==> src/rtl/etc_consts.svh <==
// Constants of the external trigger and comparison I/O block
// Operation
// - Start and trigger terminals each set to input or output independently.
// - Start terminal input: falling edge acts as a sweep start key press.
// - Trigger terminal input: falling edge acts as a trigger key press.
// - Start terminal input carries the same signal as sync_start_in.
// - Trigger terminal input carries the same signal as sync_trigger_in.
// - Start terminal output drives own sweep start, same as sync_start_out.
// - Trigger terminal output drives own trigger, same as sync_trigger_out.
// - Output events are active-low pulses of about 10 us, falling edge marks event.
// - Per channel, compare_done goes low at measurement end, high at next start.
// - Per channel, compare_below asserted low when result is under minimum.
// - Per channel, compare_within asserted low when min <= result <= max.
// - Per channel, compare_above asserted low when result is over maximum.
// - Comparison complete and result outputs use negative logic.
// - Interlock input is active low; low means asserted.
// - Digital output driven low when its bit holds 1, else high.
// - Digital input bit reads 1 while its pin is low.
`ifndef ETC_CONSTS_SVH
`define ETC_CONSTS_SVH

`define ETC_CLK_PERIOD_NS 10
`define ETC_MIN_PULSE_NS 10000
`define ETC_IN_CYC ((`ETC_MIN_PULSE_NS + `ETC_CLK_PERIOD_NS - 1) / `ETC_CLK_PERIOD_NS)
`define ETC_OUT_CYC (`ETC_MIN_PULSE_NS / `ETC_CLK_PERIOD_NS)

`define ETC_OFS_CTRL 8'h00
`define ETC_OFS_CMD 8'h04
`define ETC_OFS_STATUS 8'h08
`define ETC_OFS_MASK 8'h0C
`define ETC_OFS_DOUT 8'h10
`define ETC_OFS_DIN 8'h14
`define ETC_OFS_LEVELS 8'h18
`define ETC_OFS_CH_BASE 8'h20
`define ETC_OFS_CH_STRIDE 8'h10
`define ETC_OFS_CH_MIN 8'h00
`define ETC_OFS_CH_MAX 8'h04
`define ETC_OFS_CH_RESULT 8'h08
`define ETC_OFS_CH_VERDICT 8'h0C

`define ETC_CTRL_START_DIR 0
`define ETC_CTRL_TRIG_DIR 1
`define ETC_CMD_START 0
`define ETC_CMD_TRIG 1
`define ETC_CMD_MEAS0 2
`define ETC_ST_START 0
`define ETC_ST_TRIG 1
`define ETC_ST_INTLK 2
`define ETC_ST_DONE0 3
`define ETC_VD_BELOW 0
`define ETC_VD_WITHIN 1
`define ETC_VD_ABOVE 2
`define ETC_VD_DONE 3

`define ETC_CTRL_RST 2'h0
`define ETC_MASK_RST 5'h00
`define ETC_DOUT_N_RST 16'hFFFF
`define ETC_LIMIT_RST 32'h0000_0000

`endif

==> src/rtl/etc_pkg.sv <==
// Types shared by the external trigger and comparison I/O block
package etc_pkg;
  localparam int ETC_CNT_W = 10;
  localparam int ETC_NCH = 2;
  localparam int ETC_DIO_W = 16;
  localparam int ETC_STAT_W = 5;
  typedef logic [ETC_CNT_W-1:0] etc_cnt_t;
  typedef logic [31:0] etc_word_t;
  typedef enum logic {ETC_DIR_INPUT, ETC_DIR_OUTPUT} etc_dir_e;
endpackage

==> src/rtl/etc_top.sv <==
// External trigger terminals, comparison outputs and digital I/O with Avalon-MM registers
`include "etc_consts.svh"
module etc_top import etc_pkg::*; (
  input wire logic CORE_CLK,
  input wire logic SYS_RST,
  input wire logic [7:0] AVS_ADDRESS,
  input wire logic AVS_READ,
  input wire logic AVS_WRITE,
  input wire logic [31:0] AVS_WRITEDATA,
  output logic [31:0] AVS_READDATA,
  output logic AVS_WAITREQUEST,
  output logic IRQ,
  input wire logic START_TERM_I_N,
  output logic START_TERM_O_N,
  output logic START_TERM_OE,
  input wire logic TRIG_TERM_I_N,
  output logic TRIG_TERM_O_N,
  output logic TRIG_TERM_OE,
  input wire logic SYNC_START_IN_N,
  input wire logic SYNC_TRIGGER_IN_N,
  output logic SYNC_START_OUT_N,
  output logic SYNC_TRIGGER_OUT_N,
  output logic START_EVENT,
  output logic TRIG_EVENT,
  input wire logic INTERLOCK_N,
  output logic INTERLOCK_ACTIVE,
  output logic [ETC_NCH-1:0] COMPARE_DONE_N,
  output logic [ETC_NCH-1:0] COMPARE_BELOW_N,
  output logic [ETC_NCH-1:0] COMPARE_WITHIN_N,
  output logic [ETC_NCH-1:0] COMPARE_ABOVE_N,
  output logic [ETC_DIO_W-1:0] DIGITAL_OUT_BIT_N,
  input wire logic [ETC_DIO_W-1:0] DIGITAL_IN_BIT_N
);
  logic wait_q;
  logic [31:0] rdata_q;
  logic [1:0] ctrl_q;
  logic [ETC_STAT_W-1:0] status_q;
  logic [ETC_STAT_W-1:0] status_d;
  logic [ETC_STAT_W-1:0] mask_q;
  logic irq_q;
  logic [ETC_DIO_W-1:0] dout_n_q;
  logic [ETC_DIO_W-1:0] din_meta_q;
  logic [ETC_DIO_W-1:0] din_q;
  logic start_ev_q;
  logic trig_ev_q;
  logic intlk_q;
  logic [1:0] pulse_n_q;
  etc_cnt_t pulse_cnt_q [2];
  logic [ETC_NCH-1:0] done_n_q;
  logic [ETC_NCH-1:0] below_n_q;
  logic [ETC_NCH-1:0] within_n_q;
  logic [ETC_NCH-1:0] above_n_q;
  etc_word_t min_q [ETC_NCH];
  etc_word_t max_q [ETC_NCH];
  etc_word_t result_q [ETC_NCH];

  // Bus handshake: one wait cycle, then the access completes
  wire logic req = AVS_READ || AVS_WRITE;
  wire logic wr_en = AVS_WRITE && !wait_q;
  wire logic rd_cap = AVS_READ && wait_q;
  wire logic sel_ctrl = AVS_ADDRESS == `ETC_OFS_CTRL;
  wire logic sel_cmd = AVS_ADDRESS == `ETC_OFS_CMD;
  wire logic sel_stat = AVS_ADDRESS == `ETC_OFS_STATUS;
  wire logic sel_mask = AVS_ADDRESS == `ETC_OFS_MASK;
  wire logic sel_dout = AVS_ADDRESS == `ETC_OFS_DOUT;
  wire logic sel_din = AVS_ADDRESS == `ETC_OFS_DIN;
  wire logic sel_lvl = AVS_ADDRESS == `ETC_OFS_LEVELS;
  wire logic [31:0] cmd_wr = (wr_en && sel_cmd) ? AVS_WRITEDATA : 32'h0000_0000;

  // Terminal and connector inputs, all active low
  wire logic st_term_fall;
  wire logic tr_term_fall;
  wire logic st_sync_fall;
  wire logic tr_sync_fall;
  wire logic intlk_lvl;
  wire logic intlk_fall;

  etc_in_filter u_st_term (
    .clk(CORE_CLK),
    .rst(SYS_RST),
    .pin_n(START_TERM_I_N),
    .asserted(),
    .fall(st_term_fall)
  );
  etc_in_filter u_tr_term (
    .clk(CORE_CLK),
    .rst(SYS_RST),
    .pin_n(TRIG_TERM_I_N),
    .asserted(),
    .fall(tr_term_fall)
  );
  etc_in_filter u_st_sync (
    .clk(CORE_CLK),
    .rst(SYS_RST),
    .pin_n(SYNC_START_IN_N),
    .asserted(),
    .fall(st_sync_fall)
  );
  etc_in_filter u_tr_sync (
    .clk(CORE_CLK),
    .rst(SYS_RST),
    .pin_n(SYNC_TRIGGER_IN_N),
    .asserted(),
    .fall(tr_sync_fall)
  );
  etc_in_filter u_intlk (
    .clk(CORE_CLK),
    .rst(SYS_RST),
    .pin_n(INTERLOCK_N),
    .asserted(intlk_lvl),
    .fall(intlk_fall)
  );

  wire etc_dir_e start_dir = etc_dir_e'(ctrl_q[`ETC_CTRL_START_DIR]);
  wire etc_dir_e trig_dir = etc_dir_e'(ctrl_q[`ETC_CTRL_TRIG_DIR]);
  // An output-mode terminal sees its own pulse; that must not re-enter as a key press
  wire logic st_term_ev = st_term_fall && (start_dir == ETC_DIR_INPUT);
  wire logic tr_term_ev = tr_term_fall && (trig_dir == ETC_DIR_INPUT);
  wire logic own_start = cmd_wr[`ETC_CMD_START];
  wire logic own_trig = cmd_wr[`ETC_CMD_TRIG];
  wire logic start_any = st_term_ev || st_sync_fall || own_start;
  wire logic trig_any = tr_term_ev || tr_sync_fall || own_trig;

  wire logic [ETC_NCH-1:0] meas_start;
  wire logic [ETC_NCH-1:0] meas_end;
  wire logic [ETC_NCH-1:0] ch_hit;
  wire etc_word_t ch_rd [ETC_NCH];
  wire logic [ETC_STAT_W-1:0] stat_set = {meas_end, intlk_fall, trig_any, start_any};
  wire logic [ETC_STAT_W-1:0] stat_clr = (wr_en && sel_stat) ? AVS_WRITEDATA[ETC_STAT_W-1:0] : '0;

  // A new event wins over a write-one-to-clear in the same cycle
  assign status_d = (status_q & ~stat_clr) | stat_set;

  // Read selection; unmapped addresses read as zero
  wire logic [31:0] ch_word = ch_hit[0] ? ch_rd[0] : (ch_hit[1] ? ch_rd[1] : 32'h0000_0000);
  wire logic [31:0] rd_word =
    sel_ctrl ? {30'h0000_0000, ctrl_q} :
    sel_stat ? {27'h000_0000, status_q} :
    sel_mask ? {27'h000_0000, mask_q} :
    sel_dout ? {16'h0000, ~dout_n_q} :
    sel_din ? {16'h0000, din_q} :
    sel_lvl ? {29'h0000_0000, ~pulse_n_q, intlk_q} :
    ch_word;

  assign AVS_WAITREQUEST = wait_q;
  assign AVS_READDATA = rdata_q;
  assign IRQ = irq_q;
  assign START_TERM_OE = ctrl_q[`ETC_CTRL_START_DIR];
  assign TRIG_TERM_OE = ctrl_q[`ETC_CTRL_TRIG_DIR];
  assign START_TERM_O_N = pulse_n_q[0];
  assign SYNC_START_OUT_N = pulse_n_q[0];
  assign TRIG_TERM_O_N = pulse_n_q[1];
  assign SYNC_TRIGGER_OUT_N = pulse_n_q[1];
  assign START_EVENT = start_ev_q;
  assign TRIG_EVENT = trig_ev_q;
  assign INTERLOCK_ACTIVE = intlk_q;
  assign COMPARE_DONE_N = done_n_q;
  assign COMPARE_BELOW_N = below_n_q;
  assign COMPARE_WITHIN_N = within_n_q;
  assign COMPARE_ABOVE_N = above_n_q;
  assign DIGITAL_OUT_BIT_N = dout_n_q;

  always_ff @(posedge CORE_CLK) begin
    if (SYS_RST) begin
      wait_q <= 1'b1;
      rdata_q <= 32'h0000_0000;
    end else begin
      wait_q <= wait_q ? !req : 1'b1;
      if (rd_cap) begin
        rdata_q <= rd_word;
      end
    end
  end

  always_ff @(posedge CORE_CLK) begin
    if (SYS_RST) begin
      ctrl_q <= `ETC_CTRL_RST;
      mask_q <= `ETC_MASK_RST;
      dout_n_q <= `ETC_DOUT_N_RST;
      status_q <= '0;
      irq_q <= 1'b0;
    end else begin
      if (wr_en && sel_ctrl) begin
        ctrl_q <= AVS_WRITEDATA[1:0];
      end
      if (wr_en && sel_mask) begin
        mask_q <= AVS_WRITEDATA[ETC_STAT_W-1:0];
      end
      if (wr_en && sel_dout) begin
        dout_n_q <= ~AVS_WRITEDATA[ETC_DIO_W-1:0];
      end
      status_q <= status_d;
      irq_q <= |(status_q & mask_q);
    end
  end

  always_ff @(posedge CORE_CLK) begin
    if (SYS_RST) begin
      start_ev_q <= 1'b0;
      trig_ev_q <= 1'b0;
      intlk_q <= 1'b0;
    end else begin
      start_ev_q <= start_any;
      trig_ev_q <= trig_any;
      intlk_q <= intlk_lvl;
    end
  end

  // Own start and trigger pulses; a request during a running pulse is dropped
  // so that every falling edge stays a full width apart
  genvar gp;
  generate
    for (gp = 0; gp < 2; gp++) begin : g_pulse
      wire logic go = (gp == 0) ? own_start : own_trig;
      wire logic busy = pulse_cnt_q[gp] != '0;
      wire etc_cnt_t cnt_d = (go && !busy) ? etc_cnt_t'(`ETC_OUT_CYC) :
        (busy ? pulse_cnt_q[gp] - etc_cnt_t'(1) : '0);
      always_ff @(posedge CORE_CLK) begin
        if (SYS_RST) begin
          pulse_cnt_q[gp] <= '0;
          pulse_n_q[gp] <= 1'b1;
        end else begin
          pulse_cnt_q[gp] <= cnt_d;
          pulse_n_q[gp] <= cnt_d == '0;
        end
      end
    end
  endgenerate

  // Digital inputs: two-stage synchroniser, low pin reads as 1
  genvar gd;
  generate
    for (gd = 0; gd < ETC_DIO_W; gd++) begin : g_din
      logic din_sync_q;
      always_ff @(posedge CORE_CLK) begin
        if (SYS_RST) begin
          din_meta_q[gd] <= 1'b1;
          din_sync_q <= 1'b1;
          din_q[gd] <= 1'b0;
        end else begin
          din_meta_q[gd] <= DIGITAL_IN_BIT_N[gd];
          din_sync_q <= din_meta_q[gd];
          din_q[gd] <= !din_sync_q;
        end
      end
    end
  endgenerate

  // Per-channel limits, result and comparison outputs
  genvar gc;
  generate
    for (gc = 0; gc < ETC_NCH; gc++) begin : g_ch
      wire logic [7:0] base = 8'(`ETC_OFS_CH_BASE + gc * `ETC_OFS_CH_STRIDE);
      wire logic in_ch = (AVS_ADDRESS & ~8'h0F) == base;
      wire logic [7:0] sub = AVS_ADDRESS & 8'h0F;
      wire logic sel_min = in_ch && (sub == `ETC_OFS_CH_MIN);
      wire logic sel_max = in_ch && (sub == `ETC_OFS_CH_MAX);
      wire logic sel_res = in_ch && (sub == `ETC_OFS_CH_RESULT);
      wire logic sel_vd = in_ch && (sub == `ETC_OFS_CH_VERDICT);
      // Limits and results are two's complement; measured values may be negative
      wire logic lt_min = $signed(AVS_WRITEDATA) < $signed(min_q[gc]);
      wire logic gt_max = $signed(AVS_WRITEDATA) > $signed(max_q[gc]);
      wire logic [3:0] verdict = {~done_n_q[gc], ~above_n_q[gc], ~within_n_q[gc], ~below_n_q[gc]};
      assign meas_end[gc] = wr_en && sel_res;
      assign meas_start[gc] = cmd_wr[`ETC_CMD_MEAS0 + gc];
      assign ch_hit[gc] = sel_min || sel_max || sel_res || sel_vd;
      assign ch_rd[gc] = sel_min ? min_q[gc] : (sel_max ? max_q[gc] :
        (sel_res ? result_q[gc] : {28'h000_0000, verdict}));
      always_ff @(posedge CORE_CLK) begin
        if (SYS_RST) begin
          min_q[gc] <= `ETC_LIMIT_RST;
          max_q[gc] <= `ETC_LIMIT_RST;
          result_q[gc] <= `ETC_LIMIT_RST;
          done_n_q[gc] <= 1'b1;
          below_n_q[gc] <= 1'b1;
          within_n_q[gc] <= 1'b1;
          above_n_q[gc] <= 1'b1;
        end else begin
          if (wr_en && sel_min) begin
            min_q[gc] <= AVS_WRITEDATA;
          end
          if (wr_en && sel_max) begin
            max_q[gc] <= AVS_WRITEDATA;
          end
          if (meas_end[gc]) begin
            result_q[gc] <= AVS_WRITEDATA;
            done_n_q[gc] <= 1'b0;
            below_n_q[gc] <= !lt_min;
            within_n_q[gc] <= lt_min || gt_max;
            above_n_q[gc] <= !gt_max;
          end else if (meas_start[gc]) begin
            done_n_q[gc] <= 1'b1;
          end
        end
      end
    end
  endgenerate
endmodule

==> src/rtl/etc_in_filter.sv <==
// Synchroniser and minimum-width falling-edge filter for one active-low input
`include "etc_consts.svh"
module etc_in_filter import etc_pkg::*; (
  input wire logic clk,
  input wire logic rst,
  input wire logic pin_n,
  output logic asserted,
  output logic fall
);
  logic meta_q;
  logic sync_q;
  etc_cnt_t cnt_q;
  etc_cnt_t cnt_d;
  logic asserted_q;
  logic fall_q;
  wire logic hit = !sync_q && (cnt_q == etc_cnt_t'(`ETC_IN_CYC - 1));

  // Count saturates so a long low level yields exactly one event
  assign cnt_d = sync_q ? '0 : (hit ? cnt_q : cnt_q + etc_cnt_t'(1));
  assign asserted = asserted_q;
  assign fall = fall_q;

  always_ff @(posedge clk) begin
    if (rst) begin
      meta_q <= 1'b1;
      sync_q <= 1'b1;
      cnt_q <= '0;
      asserted_q <= 1'b0;
      fall_q <= 1'b0;
    end else begin
      meta_q <= pin_n;
      sync_q <= meta_q;
      cnt_q <= cnt_d;
      asserted_q <= !sync_q && (hit || asserted_q);
      fall_q <= hit && !asserted_q;
    end
  end
endmodule

==> config.mk <==
export PLATFORM = sky130hd
export DESIGN_NAME = etc_top
export DESIGN_NICKNAME = d
export VERILOG_FILES = /design/src/rtl/etc_pkg.sv /design/src/rtl/etc_top.sv /design/src/rtl/etc_in_filter.sv
export VERILOG_INCLUDE_DIRS = /design/src /design/src/rtl
export SDC_FILE = /design/constraint.sdc
export NUM_CORES = 1
export LEC_CHECK = 0
export ABC_AREA = 1
export BUFFER_PORTS_ARGS = -buffer_cell sky130_fd_sc_hd__buf_2
export CORE_UTILIZATION = 30
export CTS_BUF_LIST = sky130_fd_sc_hd__clkbuf_4 sky130_fd_sc_hd__clkbuf_8
export CTS_CLUSTER_DIAMETER = 60
export CTS_CLUSTER_SIZE = 8
export DETAILED_ROUTE_END_ITERATION = 7
export SETUP_SLACK_MARGIN = 0.05
export SYNTH_ARGS = -nofsm -noshare
export SYNTH_HDL_FRONTEND = slang
export SYNTH_SLANG_ARGS = --single-unit
==> constraint.sdc <==
create_clock -name CORE_CLK -period 4.1 [get_ports CORE_CLK]
set_clock_uncertainty 0.1 [all_clocks]
set_input_delay 0.82 -clock CORE_CLK [delete_from_list [all_inputs] [get_ports CORE_CLK]]
set_output_delay 0.82 -clock CORE_CLK [all_outputs]
set_load 0.1 [all_outputs]
# After elaboration in Yosys (flattened, before gate mapping)
# Memories as Yosys holds them, arrays and structs flattened.
# Cells that the tools add are included.
[op_classes]
bitwise = 26
n_eq_ne = 16
n_mux = 53
n_lt_le_gt_ge = 4
n_reduce_logical = 107
addsub = 7
[ops]
columns = ["operator", "count"]
rows = [
  ["2-to-1 mux 32 bit", 20],
  ["greater-than comparator 32 bit", 2],
  ["less-than comparator 32 bit", 2],
  ["2-to-1 mux 10 bit", 6],
  ["adder 10 x 1 -> 10 bit (second input constant)", 5],
  ["equality test 10 bit (second input constant)", 5],
  ["logical AND 1 bit", 40],
  ["zero test 1 bit", 34],
  ["inverter 16 bit", 2],
  ["2-to-1 mux 1 bit", 25],
  ["equality test 8 x 5 -> 1 bit (second input constant)", 3],
  ["zero test 10 bit", 2],
  ["nonzero test 10 bit", 2],
  ["subtractor 10 x 1 -> 10 bit (second input constant)", 2],
  ["logical OR 1 bit", 18],
  ["equality test 8 x 4 -> 1 bit (second input constant)", 2],
  ["zero test 8 bit", 2],
  ["OR reduction 2 bit", 6],
  ["inverter 1 bit", 11],
  ["AND 5 bit", 2],
  ["equality test 4 x 2 -> 1 bit (second input constant)", 2],
  ["equality test 4 bit (second input constant)", 2],
  ["equality test 8 x 3 -> 1 bit (second input constant)", 1],
  ["bitwise OR 1 bit", 8],
  ["8 further kinds", 9],
]
[totals]
register_bits = 193
output_inout_bits = 67
mem_count = 4
ram_bits = 212
inputBits = 65
wordCells = 310
[mem_list]
columns = ["memory", "words", "width", "read_ports", "rd_ports_with_merged_regs", "write_ports", "line_no", "rtl"]
rows = [
  ["max_q", 2, 32, 2, 0, 2, "etc_top.sv:54", "etc_word_t max_q [ETC_NCH];"],
  ["min_q", 2, 32, 2, 0, 2, "etc_top.sv:53", "etc_word_t min_q [ETC_NCH];"],
  ["result_q", 2, 32, 2, 0, 2, "etc_top.sv:55", "etc_word_t result_q [ETC_NCH];"],
  ["pulse_cnt_q", 2, 10, 2, 0, 2, "etc_top.sv:48", "etc_cnt_t pulse_cnt_q [2];"],
]

# Logic depth before layout (Yosys ltp)
[depth]
depth_word = 13
mapped_depth = 17

# Cells and area by module
# From an unflattened synthesis, not the netlist that was laid out.
[hier_totals]
hier_cells = 2385
area_unflattened_um2 = 20033.0
[modules_own_cells]
columns = ["mod", "n_inst", "area_per_inst_um2", "cells_each"]
rows = [
  ["etc_top", 1, 16873.7, 1940],
  ["etc_in_filter", 5, 631.9, 89],
]

# Worst setup path before layout
# No wires, ideal clock.
[synth_timing]
kind = "input-to-reg"
startpoint = "in AVS_ADDRESS[1]"
endpoint = "mem min_q[0][0] (netlist name), enable pin"
t_arrival_ns = 3.895
path_buffers = 2
stages = 7
t_required_ns = 3.534
setup_ns = 0.466
setup_slack_ns = -0.361
path_cell_list = "nor2_4 > nand3_4 > inv_2 > nand2_4 > buf_6 > clkbuf_1 > o21ai_0"
[synth_rtl]
columns = ["element", "line_no", "rtl"]
rows = [
  ["start, declared", "etc_top.sv:6", "input wire logic [7:0] AVS_ADDRESS,"],
  ["end, declared", "etc_top.sv:53", ""],
]

==> impl_metrics.json <==
{
  "cts_resized": 0,
  "start_kind": "flip-flop",
  "crit_path_start": "max_q[1][31]$_SDFFCE_PN0P_",
  "wl_met2_mm": 27.1,
  "finalSetupTns_ns": 0,
  "grt_pass1_wl_mm": 89.4,
  "yosysTopAreaCell": "edfxtp_1",
  "final_cells": 3354,
  "p_leak_uw": 0.00957,
  "final_nets": 2653,
  "async_reset_ff_share_pct": 0,
  "drive_above_1_share_pct": 14.6,
  "max_cap_violations": 0,
  "wire_per_inst_um": 17.4,
  "dp_hpwl_mm": 41.5,
  "ys_seq_area_share_pct": 50.1,
  "clkTransAtPathRegs_ns": 0.08,
  "cts_sinks": 405,
  "synth_common_cells": "nor2_1, inv_1, nand2_1, dfxtp_1, a21oi_1",
  "hold_viol": 0,
  "rsz0062_at_grt": "no",
  "drt-initial-drc-count": 1048,
  "grt_pass1_vias": 15539,
  "yosys-top-cells-area": "edfxtp_1, dfxtp_1, ha_1",
  "cts_root_buf": "clkbuf_8",
  "reg2reg_depth": 11,
  "drt_wl_total_mm": 58.2,
  "ys.flop_type": "dfxtp_1",
  "clock_path_buffers": 3,
  "critPathSlowestCell": "nor4_1",
  "highest_layer": "met5",
  "globalplace.congestion": 0.874,
  "drt_pass1_iterations": 5,
  "htree_levels": 2,
  "maxSlewHeadroom_pct": 42.4,
  "arrival_ns": 3.12,
  "syn2layout_area_growth_pct": 13.8,
  "synth_edf_count": 192,
  "postCtsHoldBufs": 0,
  "viasPerCell": 4.78,
  "end_kind": "flip-flop",
  "nFillCells": 6881,
  "dieArea_sq_mm": 0.0678,
  "holdPathStages": 2,
  "pwr_density_cell_mw_per_mm2": 401,
  "cpPeakStageDelay_ns": 0.61,
  "syn-instance-count": 2311,
  "n_antenna_cell": 0,
  "grt_util_all_layers_pct": 17.1,
  "via_count": 16027,
  "synth.distinct_cells": 52,
  "cp_common_cell": "nor2_1",
  "start_util_pct": 30.4,
  "die_w_um": 260,
  "synth_nets": 2511,
  "row_count": 94,
  "hold_start": "SYNC_TRIGGER_IN_N",
  "setup_viol": 0,
  "grt_max_degree": 63,
  "cts_setup_buffers": 0,
  "yosys_warnings": 0,
  "worstHoldEndpoint": "u_tr_sync.meta_q$_SDFF_PP1_",
  "fin_crit_sh_pct": 65.0,
  "worst_slew_pin_slew_ns": 0.864,
  "vdd_drop_max_v": 0.000225,
  "cts_buffers": 59,
  "synth_top_area_share_pct": 28.8,
  "crit_path_cell_trace": "inv_1 -> ha_1 -> nand2_1 -> nor2_1 -> nand4_1 -> nor4_1 -> nand4_1 -> nand3_1 -> nand2_1 -> nor2_1 -> nor2_1",
  "chipHeight_um": 260,
  "synth.most_common_cell": "nor2_1",
  "antenna_left": 0,
  "cts_tree": "yes",
  "antenna_found_initial": 1,
  "wl_met1_mm": 25.1,
  "r2r_slack_ns": 1.44,
  "worst-path-max-fanout": 4,
  "worstPathRequired_ns": 4.55,
  "fin_crit_ns": 2.66,
  "outcome": "finished, final reports clean",
  "drv_slew": 0,
  "path_class": "flip-flop to flip-flop",
  "hp-class": "input port to flip-flop",
  "grt_overflow": 0,
  "io_pins": 132,
  "drc_errors": 0,
  "core_area_sq_mm": 0.0659,
  "clock_latency_ns": 0.68,
  "ys_seq_elements": 405,
  "wl_met3_mm": 4.15,
  "syn_area_sq_mm": 0.0200,
  "place.port_buffers": 131,
  "rr_endpoint": "COMPARE_WITHIN_N[1]$_SDFFE_PP1P_",
  "syn_avg_cell_area_sq_um": 8.66,
  "max_freq_mhz": 375,
  "r2r_start": "max_q[1][31]$_SDFFCE_PN0P_",
  "place_inst": 3256
}
==> report_power, final <==
group,internal (uW),switching [uW]
sequential,4390,87.6
combinational,406,869
clock,1750,1630
total,6540,2590
==> cells by family after synthesis <==
| family | count (synthesis) | share of synthesized area, % |
|---|---|---|
| buffers and inverters | 408 | 8.23 |
| DFF | 405 | 50.1 |
| and+or+nand+nor | 909 | 20.1 |
| AOI/OAI and AO/OA | 447 | 12.8 |
| xor gates and xnor gates | 7 | 0.306 |
| adders and majority gates | 135 | 8.44 |
==> cell type report <==
cell class              instances  area (sq um)  share of cell area, %
clock buffers                  90          1050                   4.62
multi-input cells            1498          8390                   36.8
well taps                     864          1080                   4.75
clock inverters                 8           109                  0.478
flip-flops and latches        405         10000                   44.0
inverters                     331          1240                   5.46
repair buffers                158           873                   3.84
==> worst max-delay path, delay by kind of cell (launching register included) <==
| kind | cells | cell delay (ns) |
|---|---|---|
| buf+inv | 1 | 0.05 |
| flops | 1 | 0.32 |
| simple gates | 9 | 1.70 |
| fa+ha+maj | 1 | 0.38 |
==> placed cells by master, fill, tap and decap left out, types with 3 or more instances in the layout <==
cell,netlist,final
nor4_1,10,10
xor2_1,6,6
nand2_4,3,3
nor3_1,35,35
inv_1,311,311
a21oi_1,205,205
o22ai_1,4,4
a31oi_1,5,5
or2_2,46,46
buf_4,7,27
clkbuf_8,0,60
o21ai_4,0,4
nand2_2,8,9
nor2_2,4,4
nor3b_1,8,8
a21boi_0,3,3
nand2_1,280,279
inv_2,18,18
o21bai_1,8,8
nor2_1,351,351
nand3b_1,4,4
clkbuf_4,0,30
o21ai_1,48,48
nor3_2,3,3
a211oi_1,25,25
o211ai_2,8,8
nor2_4,6,6
dfxtp_1,213,213
a221oi_1,19,19
buf_2,17,130
o211ai_1,17,17
o21a_1,6,6
ha_1,135,135
nand3_1,123,123
edfxtp_1,192,192
and2_1,4,4
o21ai_0,91,87
nand4_1,17,17
==> metal layers <==
| metal | GRT usage, % | up-vias |
|---|---|---|
| met4 | 6.14 | 2 |
| met2 | 28.2 | 435 |
| met5 | 0 | - |
| li1 | - | 8009 |
| met3 | 3.58 | 99 |
| met1 | 22.0 | 7482 |
==> metrics by stage <==
| stage | power [uW] | utilization (%) | worst slack, ns | instance area (sq um) | hold slack, ns |
|---|---|---|---|---|---|
| 6_report | 9130 | 34.6 | 1.44 | 22800 | 0.227 |
| 3_5_place_dp | 5830 | 32.8 | 0.827 | 21600 | 0.267 |
| 2_1_floorplan | 5470 | - | 0.506 | 20000 | 0.263 |
| 3_3_place_gp | 5820 | 32.8 | 0.879 | 21600 | 0.269 |
| 5_1_grt | 9580 | 34.6 | 1.10 | 22800 | 0.195 |
| 4_1_cts | 9240 | 34.6 | 1.45 | 22800 | 0.172 |
==> registers in the layout, indices dropped and copies added (netlist names), 5 cells and up <==
signal             count
g_din.din_sync_q      16
u_tr_sync.cnt_q       10
din_meta_q            16
status_q               5
u_st_term.cnt_q       10
min_q                 64
max_q                 64
AVS_READDATA          32
u_tr_term.cnt_q       10
u_intlk.cnt_q         10
result_q              64
pulse_cnt_q           20
DIGITAL_OUT_BIT_N     16
din_q                 16
u_st_sync.cnt_q       10
mask_q                 5
==> how the worst max path moves through the flow <==
stage | endpoint | slack, ns
2_1_floorplan | min_q[0][0]$_SDFFCE_PN0P_ | 0.51
6_report | COMPARE_WITHIN_N[1]$_SDFFE_PP1P_ | 1.44
5_1_grt | COMPARE_WITHIN_N[1]$_SDFFE_PP1P_ | 1.10
3_5_place_dp | COMPARE_WITHIN_N[1]$_SDFFE_PP1P_ | 0.83
4_1_cts | COMPARE_WITHIN_N[1]$_SDFFE_PP1P_ | 1.45
3_3_place_gp | COMPARE_WITHIN_N[1]$_SDFFE_PP1P_ | 0.88
No activity file was read; power rests on OpenSTA's default activity.
